**src/hw/frd_consts.svh**
```systemverilog
// Offsets, field positions, reset values and rate codes of the rate,
// diagnostic and status block.
// Assumes inclusion by its bare name.
`ifndef FRD_CONSTS_SVH
`define FRD_CONSTS_SVH

// Register byte offsets on the AXI4-Lite slave
`define FRD_OFF_DIN 8'h00
`define FRD_OFF_CFG 8'h04
`define FRD_OFF_RSEL 8'h08
`define FRD_OFF_DOUT 8'h0c
`define FRD_OFF_MODE 8'h10
`define FRD_OFF_MAIN 8'h14
`define FRD_OFF_DATA 8'h18

// Field positions
`define FRD_BIT_DISKCHG 7
`define FRD_BIT_DMAGATE 3
`define FRD_BIT_SKIPPRE 2
`define FRD_BIT_SWRST 2

// Rate codes, double density
`define FRD_RATE_1M 2'b11
`define FRD_RATE_500K 2'b00
`define FRD_RATE_300K 2'b01
`define FRD_RATE_250K 2'b10

// Reset values
`define FRD_RST_RATE `FRD_RATE_250K
`define FRD_RST_STATUS 8'h00
`define FRD_RST_DOUT 8'h00

// Termination codes
`define FRD_TC_NORMAL 2'b00
`define FRD_TC_ABNORMAL 2'b01
`define FRD_TC_INVALID 2'b10
`define FRD_TC_READYCHG 2'b11

// AXI responses
`define FRD_RESP_OKAY 2'b00
`define FRD_RESP_SLVERR 2'b10

`endif

```
**src/hw/frd_pkg.sv**
```systemverilog
// Types shared by the register block and its bench.
// Assumes frd_consts.svh is on the include path.
`include "frd_consts.svh"

package frd_pkg;

    // Register view selected by software
    typedef enum logic [1:0] {
        FRD_MODE_BASIC = 2'b00,
        FRD_MODE_ENHANCED = 2'b01,
        FRD_MODE_COMPACT = 2'b10
    } frd_mode_t;

    // Command phase seen by the result path
    typedef enum logic [1:0] {
        FRD_PH_IDLE = 2'b00,
        FRD_PH_RESULT0 = 2'b01,
        FRD_PH_RESULT1 = 2'b10
    } frd_phase_t;

    // Sequencer report when an execution phase ends
    typedef struct packed {
        logic [1:0] term_code;
        logic seek_done;
        logic equip_fault;
        logic head_sel;
        logic [1:0] drive_num;
        logic [7:0] status_one;
        logic has_result;
    } frd_exec_end_t;

    // Drive-side inputs
    typedef struct packed {
        logic disk_changed_in;
        logic head_select_out;
    } frd_drive_t;

endpackage

```
**src/hw/frd_rate_diag_regs.sv**
```systemverilog
// Rate configuration, digital input views and result status bytes of a
// floppy controller, reached over AXI4-Lite.
// Assumes a sequencer reports execution end and polling.
//
// Summary of operation
// (RULE_01) Enhanced view returns ones on input register bits 6 to 3.
// (RULE_02) Bits 1..0 of input view show latest programmed rate code; the enhanced view puts it on bits 2..1; the basic view reads zeros there.
// (RULE_03) Enhanced bit 0 low for two fast rates, high for slow rates.
// (RULE_04) Compact bit 7 shows disk-changed input active low.
// (RULE_05) Compact view returns zeros on bits 6 to 4.
// (RULE_06) Compact bit 3 mirrors the DMA gate enable bit.
// (RULE_07) Compact bit 2 mirrors the stored skip-precomp bit.
// (RULE_08) Config write only; soft reset keeps it; hard reset loads 250k.
// (RULE_09) Operating rate follows latest config or rate-select write.
// (RULE_10) Config bits 1..0 choose the data rate.
// (RULE_11) Host writes zeros to config bits 7..2 outside compact mode.
// (RULE_12) Compact config bit 2 stored, read back only, soft reset keeps.
// (RULE_13) Result bytes come from data register only in result phase.
// (RULE_14) Main status register is always readable and valid.
// (RULE_15) Status zero bits 7..6 give the termination code.
// (RULE_16) Ready-change code only during polling after a reset.
// (RULE_17) Status zero bit 5 set on seek or recalibrate completion.
// (RULE_18) Status zero bit 4 set when track zero fails on recalibrate.
// (RULE_19) Status zero bit 3 always reads zero.
// (RULE_20) Rate codes 11=1M, 00=500k, 01=300k, 10=250k; FM halves.
// (RULE_21) Head and drive bits captured when execution phase ends.
`timescale 1ns/1ps
`default_nettype none

module frd_rate_diag_regs
    import frd_pkg::*;
#(
    parameter int ADDR_W = 8
) (
    // Clock, reset, enable
    input wire logic aclk,
    input wire logic aresetn,
    input wire logic clk_en,
    // AXI4-Lite write channels
    input wire logic [ADDR_W-1:0] s_axi_awaddr,
    input wire logic s_axi_awvalid,
    output logic s_axi_awready,
    input wire logic [31:0] s_axi_wdata,
    input wire logic [3:0] s_axi_wstrb,
    input wire logic s_axi_wvalid,
    output logic s_axi_wready,
    output logic [1:0] s_axi_bresp,
    output logic s_axi_bvalid,
    input wire logic s_axi_bready,
    // AXI4-Lite read channels
    input wire logic [ADDR_W-1:0] s_axi_araddr,
    input wire logic s_axi_arvalid,
    output logic s_axi_arready,
    output logic [31:0] s_axi_rdata,
    output logic [1:0] s_axi_rresp,
    output logic s_axi_rvalid,
    input wire logic s_axi_rready,
    // Drive side
    input wire frd_pkg::frd_drive_t drive_in,
    // Sequencer side
    input wire logic exec_end,
    input wire frd_pkg::frd_exec_end_t exec_info,
    input wire logic polling_active,
    input wire logic drive_busy,
    // Controller state outputs
    output logic [1:0] data_rate,
    output logic single_density,
    output logic dense_rate_flag,
    output logic dma_gate_enable,
    output logic soft_reset,
    output logic result_phase
);
    import frd_pkg::*;

    // Word decode reads address bits 7..2
    // Refused at elaboration when the bus is narrower
    if (ADDR_W < 8) begin : g_addr_check
        $error("ADDR_W too small for the register map");
    end

    // ------------------------------------------------------------
    // Storage
    // ------------------------------------------------------------
    logic [1:0] rate_q;
    logic skip_precomp_q;
    logic [7:0] dout_q;
    frd_mode_t mode_q;
    logic fm_q;
    logic after_reset_q;
    logic [7:0] status_zero_q;
    logic [7:0] status_one_q;
    frd_phase_t phase_q;

    // AXI handshake state
    logic aw_held_q;
    logic w_held_q;
    logic [ADDR_W-1:0] awaddr_q;
    logic [31:0] wdata_q;
    logic [3:0] wstrb_q;
    logic bvalid_q;
    logic [1:0] bresp_q;
    logic rvalid_q;
    logic [31:0] rdata_q;
    logic [1:0] rresp_q;

    // Word decode, both directions
    function automatic logic [7:0] frd_word(input logic [ADDR_W-1:0] a);
        frd_word = {a[7:2], 2'b00};
    endfunction

    // Slow rates clear the density flag
    function automatic logic frd_is_slow(input logic [1:0] r);
        frd_is_slow = (r == `FRD_RATE_300K) || (r == `FRD_RATE_250K); // RULE_03
    endfunction

    // ------------------------------------------------------------
    // Write path
    // ------------------------------------------------------------
    logic do_write;
    logic [7:0] wr_off;
    logic wr_hit;
    logic [7:0] wbyte;

    assign s_axi_awready = !aw_held_q && !bvalid_q;
    assign s_axi_wready = !w_held_q && !bvalid_q;
    assign do_write = aw_held_q && w_held_q && !bvalid_q && clk_en;
    assign wr_off = frd_word(awaddr_q);
    assign wbyte = wstrb_q[0] ? wdata_q[7:0] : 8'h00;

    // Writable offsets
    always_comb begin
        case (wr_off)
            `FRD_OFF_CFG, `FRD_OFF_RSEL, `FRD_OFF_DOUT, `FRD_OFF_MODE: wr_hit = 1'b1;
            default: wr_hit = 1'b0;
        endcase
    end

    // Capture address and data, either order
    always_ff @(posedge aclk) begin
        if (!aresetn) begin
            aw_held_q <= 1'b0;
            w_held_q <= 1'b0;
            awaddr_q <= '0;
            wdata_q <= 32'h0000_0000;
            wstrb_q <= 4'h0;
        end else if (clk_en) begin
            if (s_axi_awvalid && s_axi_awready) begin
                aw_held_q <= 1'b1;
                awaddr_q <= s_axi_awaddr;
            end else if (do_write) begin
                aw_held_q <= 1'b0;
            end
            if (s_axi_wvalid && s_axi_wready) begin
                w_held_q <= 1'b1;
                wdata_q <= s_axi_wdata;
                wstrb_q <= s_axi_wstrb;
            end else if (do_write) begin
                w_held_q <= 1'b0;
            end
        end
    end

    // Write response
    always_ff @(posedge aclk) begin
        if (!aresetn) begin
            bvalid_q <= 1'b0;
            bresp_q <= `FRD_RESP_OKAY;
        end else if (clk_en) begin
            if (do_write) begin
                bvalid_q <= 1'b1;
                bresp_q <= wr_hit ? `FRD_RESP_OKAY : `FRD_RESP_SLVERR;
            end else if (s_axi_bready) begin
                bvalid_q <= 1'b0;
            end
        end
    end

    assign s_axi_bvalid = bvalid_q;
    assign s_axi_bresp = bresp_q;

    // Soft reset pulse on a run-bit fall
    logic soft_rst_pulse;
    assign soft_rst_pulse = do_write && wstrb_q[0] && (wr_off == `FRD_OFF_DOUT)
        && !wdata_q[`FRD_BIT_SWRST] && dout_q[`FRD_BIT_SWRST];

    // ------------------------------------------------------------
    // Rate and configuration
    // ------------------------------------------------------------
    // Last write to either rate register wins
    always_ff @(posedge aclk) begin
        if (!aresetn) begin
            rate_q <= `FRD_RST_RATE; // RULE_08
            fm_q <= 1'b0;
        end else if (do_write && wstrb_q[0]) begin
            if (wr_off == `FRD_OFF_CFG) begin
                rate_q <= wbyte[1:0]; // RULE_09 RULE_10
            end else if (wr_off == `FRD_OFF_RSEL) begin
                rate_q <= wbyte[1:0]; // RULE_09
                fm_q <= wbyte[5];
            end
        end
    end

    // Skip-precomp bit, stored only in compact mode
    always_ff @(posedge aclk) begin
        if (!aresetn) begin
            skip_precomp_q <= 1'b0;
        end else if (do_write && wstrb_q[0] && wr_off == `FRD_OFF_CFG
                     && mode_q == FRD_MODE_COMPACT) begin
            skip_precomp_q <= wbyte[`FRD_BIT_SKIPPRE]; // RULE_12
        end
    end

    // Digital output register and mode select
    always_ff @(posedge aclk) begin
        if (!aresetn) begin
            dout_q <= `FRD_RST_DOUT;
            mode_q <= FRD_MODE_BASIC;
        end else if (do_write && wstrb_q[0]) begin
            if (wr_off == `FRD_OFF_DOUT) begin
                dout_q <= wbyte;
            end else if (wr_off == `FRD_OFF_MODE) begin
                case (wbyte[1:0])
                    2'b01: mode_q <= FRD_MODE_ENHANCED;
                    2'b10: mode_q <= FRD_MODE_COMPACT;
                    default: mode_q <= FRD_MODE_BASIC;
                endcase
            end
        end
    end

    // Rate outputs; 1M illegal in FM
    assign data_rate = rate_q; // RULE_20
    assign single_density = fm_q && (rate_q != `FRD_RATE_1M); // RULE_20
    assign dense_rate_flag = !frd_is_slow(rate_q);
    assign dma_gate_enable = dout_q[`FRD_BIT_DMAGATE];
    assign soft_reset = !dout_q[`FRD_BIT_SWRST];

    // ------------------------------------------------------------
    // Result status bytes
    // ------------------------------------------------------------
    // Polling window after a hard or soft reset
    always_ff @(posedge aclk) begin
        if (!aresetn) begin
            after_reset_q <= 1'b1;
        end else if (clk_en) begin
            if (soft_rst_pulse) begin
                after_reset_q <= 1'b1;
            end else if (exec_end && !polling_active) begin
                after_reset_q <= 1'b0;
            end
        end
    end

    logic [1:0] tc_d;
    always_comb begin
        tc_d = exec_info.term_code; // RULE_15
        if (tc_d == `FRD_TC_READYCHG && !(polling_active && after_reset_q)) begin
            tc_d = `FRD_TC_ABNORMAL; // RULE_16
        end
    end

    logic rd_data_pop;

    // Capture at execution end, offer bytes after
    always_ff @(posedge aclk) begin
        if (!aresetn) begin
            status_zero_q <= `FRD_RST_STATUS;
            status_one_q <= `FRD_RST_STATUS;
            phase_q <= FRD_PH_IDLE;
        end else if (clk_en) begin
            if (exec_end) begin
                status_zero_q <= {tc_d, // RULE_15
                                  exec_info.seek_done, // RULE_17
                                  exec_info.equip_fault, // RULE_18
                                  1'b0, // RULE_19
                                  drive_in.head_select_out, // RULE_21
                                  exec_info.drive_num}; // RULE_21
                status_one_q <= exec_info.status_one;
                phase_q <= exec_info.has_result ? FRD_PH_RESULT0 : FRD_PH_IDLE;
            end else if (rd_data_pop) begin
                case (phase_q)
                    FRD_PH_RESULT0: phase_q <= FRD_PH_RESULT1;
                    FRD_PH_RESULT1: phase_q <= FRD_PH_IDLE;
                    default: phase_q <= FRD_PH_IDLE;
                endcase
            end
        end
    end

    assign result_phase = (phase_q != FRD_PH_IDLE);

    // ------------------------------------------------------------
    // Read path
    // ------------------------------------------------------------
    logic [7:0] rd_off;
    logic do_read;
    logic [7:0] rd_byte;
    logic rd_hit;
    logic [7:0] main_status;

    assign s_axi_arready = !rvalid_q;
    assign do_read = s_axi_arvalid && s_axi_arready && clk_en;
    assign rd_off = frd_word(s_axi_araddr);
    assign rd_data_pop = do_read && (rd_off == `FRD_OFF_DATA) && result_phase; // RULE_13

    // Always valid main status
    assign main_status = {!drive_busy, result_phase, 2'b00,
                          drive_busy, 3'b000}; // RULE_14

    // Readable words
    always_comb begin
        rd_hit = 1'b1;
        rd_byte = 8'h00;
        case (rd_off)
            `FRD_OFF_DIN: begin
                case (mode_q)
                    FRD_MODE_ENHANCED: begin
                        rd_byte = {drive_in.disk_changed_in,
                                   4'hf, // RULE_01
                                   rate_q, // RULE_02
                                   frd_is_slow(rate_q)}; // RULE_03
                    end
                    FRD_MODE_COMPACT: begin
                        rd_byte = {!drive_in.disk_changed_in, // RULE_04
                                   3'b000, // RULE_05
                                   dout_q[`FRD_BIT_DMAGATE], // RULE_06
                                   skip_precomp_q, // RULE_07 RULE_12
                                   rate_q}; // RULE_02
                    end
                    default: begin
                        rd_byte = {drive_in.disk_changed_in, 7'h00};
                    end
                endcase
            end
            `FRD_OFF_DOUT: rd_byte = dout_q;
            `FRD_OFF_MODE: rd_byte = {6'h00, mode_q};
            `FRD_OFF_MAIN: rd_byte = main_status; // RULE_14
            `FRD_OFF_DATA: begin
                case (phase_q)
                    FRD_PH_RESULT0: rd_byte = status_zero_q; // RULE_13
                    FRD_PH_RESULT1: rd_byte = status_one_q; // RULE_13
                    default: rd_byte = 8'h00;
                endcase
            end
            default: rd_hit = 1'b0;
        endcase
    end

    // Read response register
    always_ff @(posedge aclk) begin
        if (!aresetn) begin
            rvalid_q <= 1'b0;
            rdata_q <= 32'h0000_0000;
            rresp_q <= `FRD_RESP_OKAY;
        end else if (clk_en) begin
            if (do_read) begin
                rvalid_q <= 1'b1;
                rdata_q <= {24'h00_0000, rd_byte};
                rresp_q <= rd_hit ? `FRD_RESP_OKAY : `FRD_RESP_SLVERR;
            end else if (s_axi_rready) begin
                rvalid_q <= 1'b0;
            end
        end
    end

    assign s_axi_rvalid = rvalid_q;
    assign s_axi_rdata = rdata_q;
    assign s_axi_rresp = rresp_q;

endmodule // frd_rate_diag_regs

`default_nettype wire

```
**config.mk**
```make
export PLATFORM = sky130hd
export DESIGN_NAME = frd_rate_diag_regs
export DESIGN_NICKNAME = d
export VERILOG_FILES = /design/src/hw/frd_pkg.sv /design/src/hw/frd_rate_diag_regs.sv
export VERILOG_INCLUDE_DIRS = /design/src /design/src/hw
export SDC_FILE = /design/constraint.sdc
export NUM_CORES = 1
export LEC_CHECK = 0
export BUFFER_PORTS_ARGS = -buffer_cell sky130_fd_sc_hd__buf_2
export CORE_MARGIN = 2
export CORE_UTILIZATION = 30
export CTS_BUF_LIST = sky130_fd_sc_hd__clkbuf_8
export DETAILED_ROUTE_END_ITERATION = 6
export SYNTH_ARGS = -nofsm -noshare
export SYNTH_HDL_FRONTEND = slang
export SYNTH_SLANG_ARGS = --single-unit
```
**constraint.sdc**
```tcl
create_clock -name aclk -period 4.1 [get_ports aclk]
set_input_delay 0.41 -clock aclk [delete_from_list [all_inputs] [get_ports aclk]]
set_output_delay 0.41 -clock aclk [all_outputs]
set_load 0.01 [all_outputs]
```
# Word-level counts from Yosys, hierarchy flattened
# Index checks and enable logic that the tools add are counted.
# word_totals
ff_bits,65
output_inout_bits,48
wordCells,123
# classes
n_eq_ne,18
mux,25
n_bitwise,2
n_reduce_logical,59
# op_table
operator,count
$pmux W8 S5,1
$pmux W8 S2,2
$reduce_and A2 Y1,13
$eq A6 B3 Y1 const B,4
$logic_and A1 B1 Y1,21
$eq A6 B2 Y1 const B,3
$mux W2,8
$reduce_bool A2 Y1,8
$mux W1,12
$logic_not A1 Y1,11
$eq A2 B2 Y1 const B,5
$eq A2 B1 Y1 const B,4
$logic_not A8 Y1,1
$mux W8,1
$eq A6 B1 Y1 const B,1
$reduce_and A3 Y1,2
$reduce_or A5 Y1,1
$pmux W2 S2,1
$reduce_or A4 Y1,1
$ne A2 B2 Y1 const B,1
$not A1 Y1,2
$logic_or A1 B1 Y1,1

# Logic depth before layout (Yosys ltp)
# logic_depth
depth_word,9
mapped_depth,6

# Worst setup path after synthesis
# Ideal clock, no wire load.
# synth_path
kind,input-to-reg
from,input s_axi_araddr[4]
to,register phase_q[1]
setup_ns,0.070
arrival_ns,1.981
setup_slack_ns,2.049
stages,5
path_buffers,1
path_cell_list,buf_6 or4b_4 or4_4 or3b_1 a21boi_1
# synth_between
elab_chain_cells,5
# synth_lines
item,line_no,source
"start, declared",frd_rate_diag_regs.sv:51,"input wire logic [ADDR_W-1:0] s_axi_araddr,"
$eq A6 B3 Y1,--,
$logic_and A1 B1 Y1 (2 in series),frd_rate_diag_regs.sv:305,assign rd_data_pop = do_read && (rd_off == `FRD_OFF_DATA) && result_phase;
$reduce_bool A2 Y1 (no line),--,
$reduce_and A2 Y1 (no line),--,
"end signal, assigned",frd_rate_diag_regs.sv:280,phase_q <= exec_info.has_result ? FRD_PH_RESULT0 : FRD_PH_IDLE;
"end, declared",frd_rate_diag_regs.sv:92,frd_phase_t phase_q;
# Every way passes these cells.
# A chain may end at the register's enable or synchronous reset.

# Final worst setup path
# layout_path
from,input s_axi_araddr[4]
to,register rdata_q[0] (netlist: s_axi_rdata[0])
# layout_between
elab_chain_cells,2
word_cells_on_any_way,6
# layout_lines
item,line_no,source
$eq A6 B3 Y1 (tied with other cells),frd_rate_diag_regs.sv:315,case (rd_off)
$pmux W8 S5 *,frd_rate_diag_regs.sv:315,
"end signal, assigned",frd_rate_diag_regs.sv:359,"rdata_q <= {24'h00_0000, rd_byte};"
"end, declared",frd_rate_diag_regs.sv:103,logic [31:0] rdata_q;
# Every way passes the cells marked *; elsewhere a longest branch is shown, timed or not.

==> summary.txt <==
Timing
  • Min Hold Slack: 314 ps
  • Final setup viols: 0
  • RSZ-0062 raised after global routing: no
  • Final Critical Period: 1940 ps
  • Relative slew slack: 28.2%
  • Final Cycle Share: 47.4%
  • Clock Skew: 13.4 ps
  • Fin Setup TNS: 0 ps
  • Max Slew Vio Count: 0
  • Hold Vio Cnt, Final: 0
  • Setup ws final: 2160 ps
  • Worst-margin pin slew: 1080 ps
  • F_max: 514 MHz

Cells and area
  • Final nets: 522
  • Layout cells sized above 1: 21.2%
  • ANT cells: 0
  • Area of the multi-input gates: 1660 µm²
  • Area Overhead vs Synth: 16.9%
  • Most frequent cells in the layout: nand2_1, buf_2, dfxtp_1, a21boi_0, conb_1
  • Fillers: 1094
  • Commonest non-fill, non-tap cell in the layout: nand2_1
  • Register Area: 1220 µm²
  • Post-Layout Cell Count: 575

Floorplanning
  • DIE AREA: 11200 µm²
  • I/O pin total: 129
  • Rows: 37
  • Core area: 10200 µm²
  • Die Y: 106 µm
  • Die W: 106 µm
  • Starting density of the core: 30.5%

Synthesis
  • Post-synthesis cell type count: 49
  • XOR/XNOR share of the synthesized area: 0.841%
  • Synth Area in Compound Gates: 19.0%
  • Cell Area, Synth: 3120 µm²
  • Syn. warnings: 0
  • Mapped Cells: 375
  • Ys async rst share: 0%
  • Ys flop type: dfxtp_1
  • Largest family of logic cells by synthesized area: simple AND/OR/NAND/NOR gates
  • Post-synthesis adder-cell area fraction: 2.80%
  • Mean post-synth cell area: 8.33 µm²
  • Post-synthesis sequential area ratio: 39.1%
  • Post-Synth Simple-Gate Area: 23.4%
  • Mux cell area share after synthesis: 3.84%
  • FF+latch count, synth: 61
  • EDFF count, synth: 0

Clock network
  • Clock Pin Slew Worst Setup and Hold Paths: 80 ps
  • CTS resizes: 0
  • Clock Latency Late Sink: 340 ps
  • CTS tree: done
  • H-tree depth: 3
  • Max Root-Sink Buffers: 2
  • Total CTS buffers: 9
  • Sink Count: 61
  • Setup Fix Bufs, Post-CTS: 0
  • Post-CTS Hold Fix Bufs: 0
  • CTS root buffer: clkbuf_8

Worst setup path
  • Crit path capture type: flip-flop
  • Worst-path cell chain: buf_2, or4b_4, nor3_1, a21oi_1, a31oi_1
  • Reg2Reg Depth: 6
  • Crit path launch type: primary input
  • Critical path arrival: 2220 ps
  • Slowest stage cell, crit path: nor3_1
  • Data required, critical path: 4370 ps
  • Slowest stage delay, CP: 670 ps
  • Reg-to-Reg End: s_axi_rdata[0]$_SDFFE_PN0P_
  • Worst setup path start: s_axi_araddr[4]
  • CP Class: primary input to flip-flop
  • Critical R2R Launch: phase_q[0]$_SDFFE_PN0P_
  • CP Max Fanout: 10
  • Flop2flop setup slack: 2180 ps

Placed design
  • Placement Setup Slack: 1830 ps
  • IO Port Bufs: 70
  • Gpl congestion: 0.809
  • Placed insts: 559
  • DPL Wire Length: 5.63 mm

Status
  • Outcome: complete, no violations

Global route
  • Global-route wire length before repair: 12.6 mm
  • Initial antenna violation count: 0
  • Vias in the first global route: 2591
  • Overflow after GRT: 0
  • Pin count of the biggest net entering global routing: 73
  • Total GRT Usage: 14.1%

Detailed routing
  • Via/cell ratio: 4.66
  • Drc violations: 0
  • Final ANT Viol Nets: 0
  • DRT Pass-1 Iters: 4
  • Final wirelength: 7.61 mm
  • Via count: 2682
  • Wirelength per Cell: 13.2 µm
  • Drt initial violations: 143

Power
  • P per Cell Area: 361 nW/µm²
  • Peak VDD IR: 152 µV
  • Pleak: 1.44 nW
  • Design Power: 1.32 mW

Min path
  • Worst hold-check path type: primary input to flip-flop
  • WHS Endpoint: status_one_q[2]$_SDFFE_PN0P_
  • Hold depth: 3
  • Hold_sp: exec_info[3]

Flow run
  • Max-Cap Viols: 0
==> cells in the mapped netlist (2+ instances only) <==
master | count | area, µm²
nor3_1 | 3 | 15.0
inv_1 | 9 | 33.8
o21ai_0 | 19 | 95.1
nand3_1 | 20 | 100
and3b_1 | 3 | 26.3
or3_1 | 2 | 12.5
dfxtp_1 | 61 | 1220
ha_1 | 7 | 87.6
nor2b_1 | 13 | 81.3
clkbuf_1 | 16 | 60.1
a32oi_1 | 5 | 43.8
a31oi_1 | 8 | 50.1
buf_1 | 2 | 7.51
nor4b_1 | 2 | 17.5
a21oi_1 | 8 | 40.0
mux2i_1 | 12 | 120
buf_4 | 27 | 203
nand2_1 | 76 | 285
a21boi_0 | 26 | 195
nand3b_1 | 3 | 22.5
nor2_1 | 8 | 30.0
nor4_1 | 4 | 25.0
a22o_1 | 11 | 96.3
a22oi_1 | 2 | 15.0
and3_1 | 2 | 12.5
xnor2_1 | 3 | 26.3
==> stage by stage <==
step	instance area, µm²	util, %
finish	3650	35.7
global route	3650	35.7
CTS	3650	35.7
detailed placement	3440	33.6
global placement	3440	33.6
floorplan	3220	-
==> where the power goes <==
group          switching [mW]  internal (mW)  total (mW)
Clock                   0.242          0.314       0.556
Combinational          0.0794         0.0530       0.132
Sequential             0.0145          0.614       0.628
Total                   0.336          0.980        1.32
==> critical path: cells and delay by family <==
kind	cells	cell delay (ps)
buffers and inverters	1	190
AOI/OAI and AO/OA	2	420
and+or+nand+nor	2	1200
==> flip-flops by register name, summed over array words and instances (netlist names), 2 cells and up <==
name	flops
phase_q	2
wdata_q	8
data_rate	2
status_zero_q	7
s_axi_rdata	8
awaddr_q	6
status_one_q	8
mode_q	2
dout_q	8
==> layout make-up <==
cell class	instances	share of cell area (%)
tap	136	4.66
clock inverter	5	1.61
sequential	61	33.4
inverter	9	0.925
clock buffer	11	4.15
multi-input combinational	282	45.4
timing repair buffer	71	9.80
==> cell families (layout without fill, tap and decap cells) <==
| family | Yosys count | count (layout) |
|---|---|---|
| other cells | 1 | 26 |
| fa+ha+maj | 7 | 7 |
| xor+xnor | 3 | 3 |
| buf+inv | 57 | 96 |
| mux | 12 | 12 |
| simple gates | 148 | 148 |
| flops | 61 | 61 |
| compound gates | 86 | 86 |
==> metal layers <==
metal  vias up  routed length, µm  track usage [%]
li1       1374                  -                -
met1      1211               3700             18.8
met2        89               3400             22.4
met3         8                428             3.43
met4         0                 82             4.51
met5         -                  0                0
==> worst max-delay path by stage <==
stage	endpoint	slack (ps)	cells after the start
6_report	s_axi_rdata[0]$_SDFFE_PN0P_	2160	5
5_1_grt	s_axi_rdata[0]$_SDFFE_PN0P_	1950	6
2_1_floorplan	phase_q[1]$_SDFFE_PN0P_	2050	5
3_5_place_dp	s_axi_rdata[0]$_SDFFE_PN0P_	1830	5
3_3_place_gp	s_axi_rdata[0]$_SDFFE_PN0P_	1860	5
4_1_cts	phase_q[1]$_SDFFE_PN0P_	2170	4
Power figures use the tool's default switching activity.
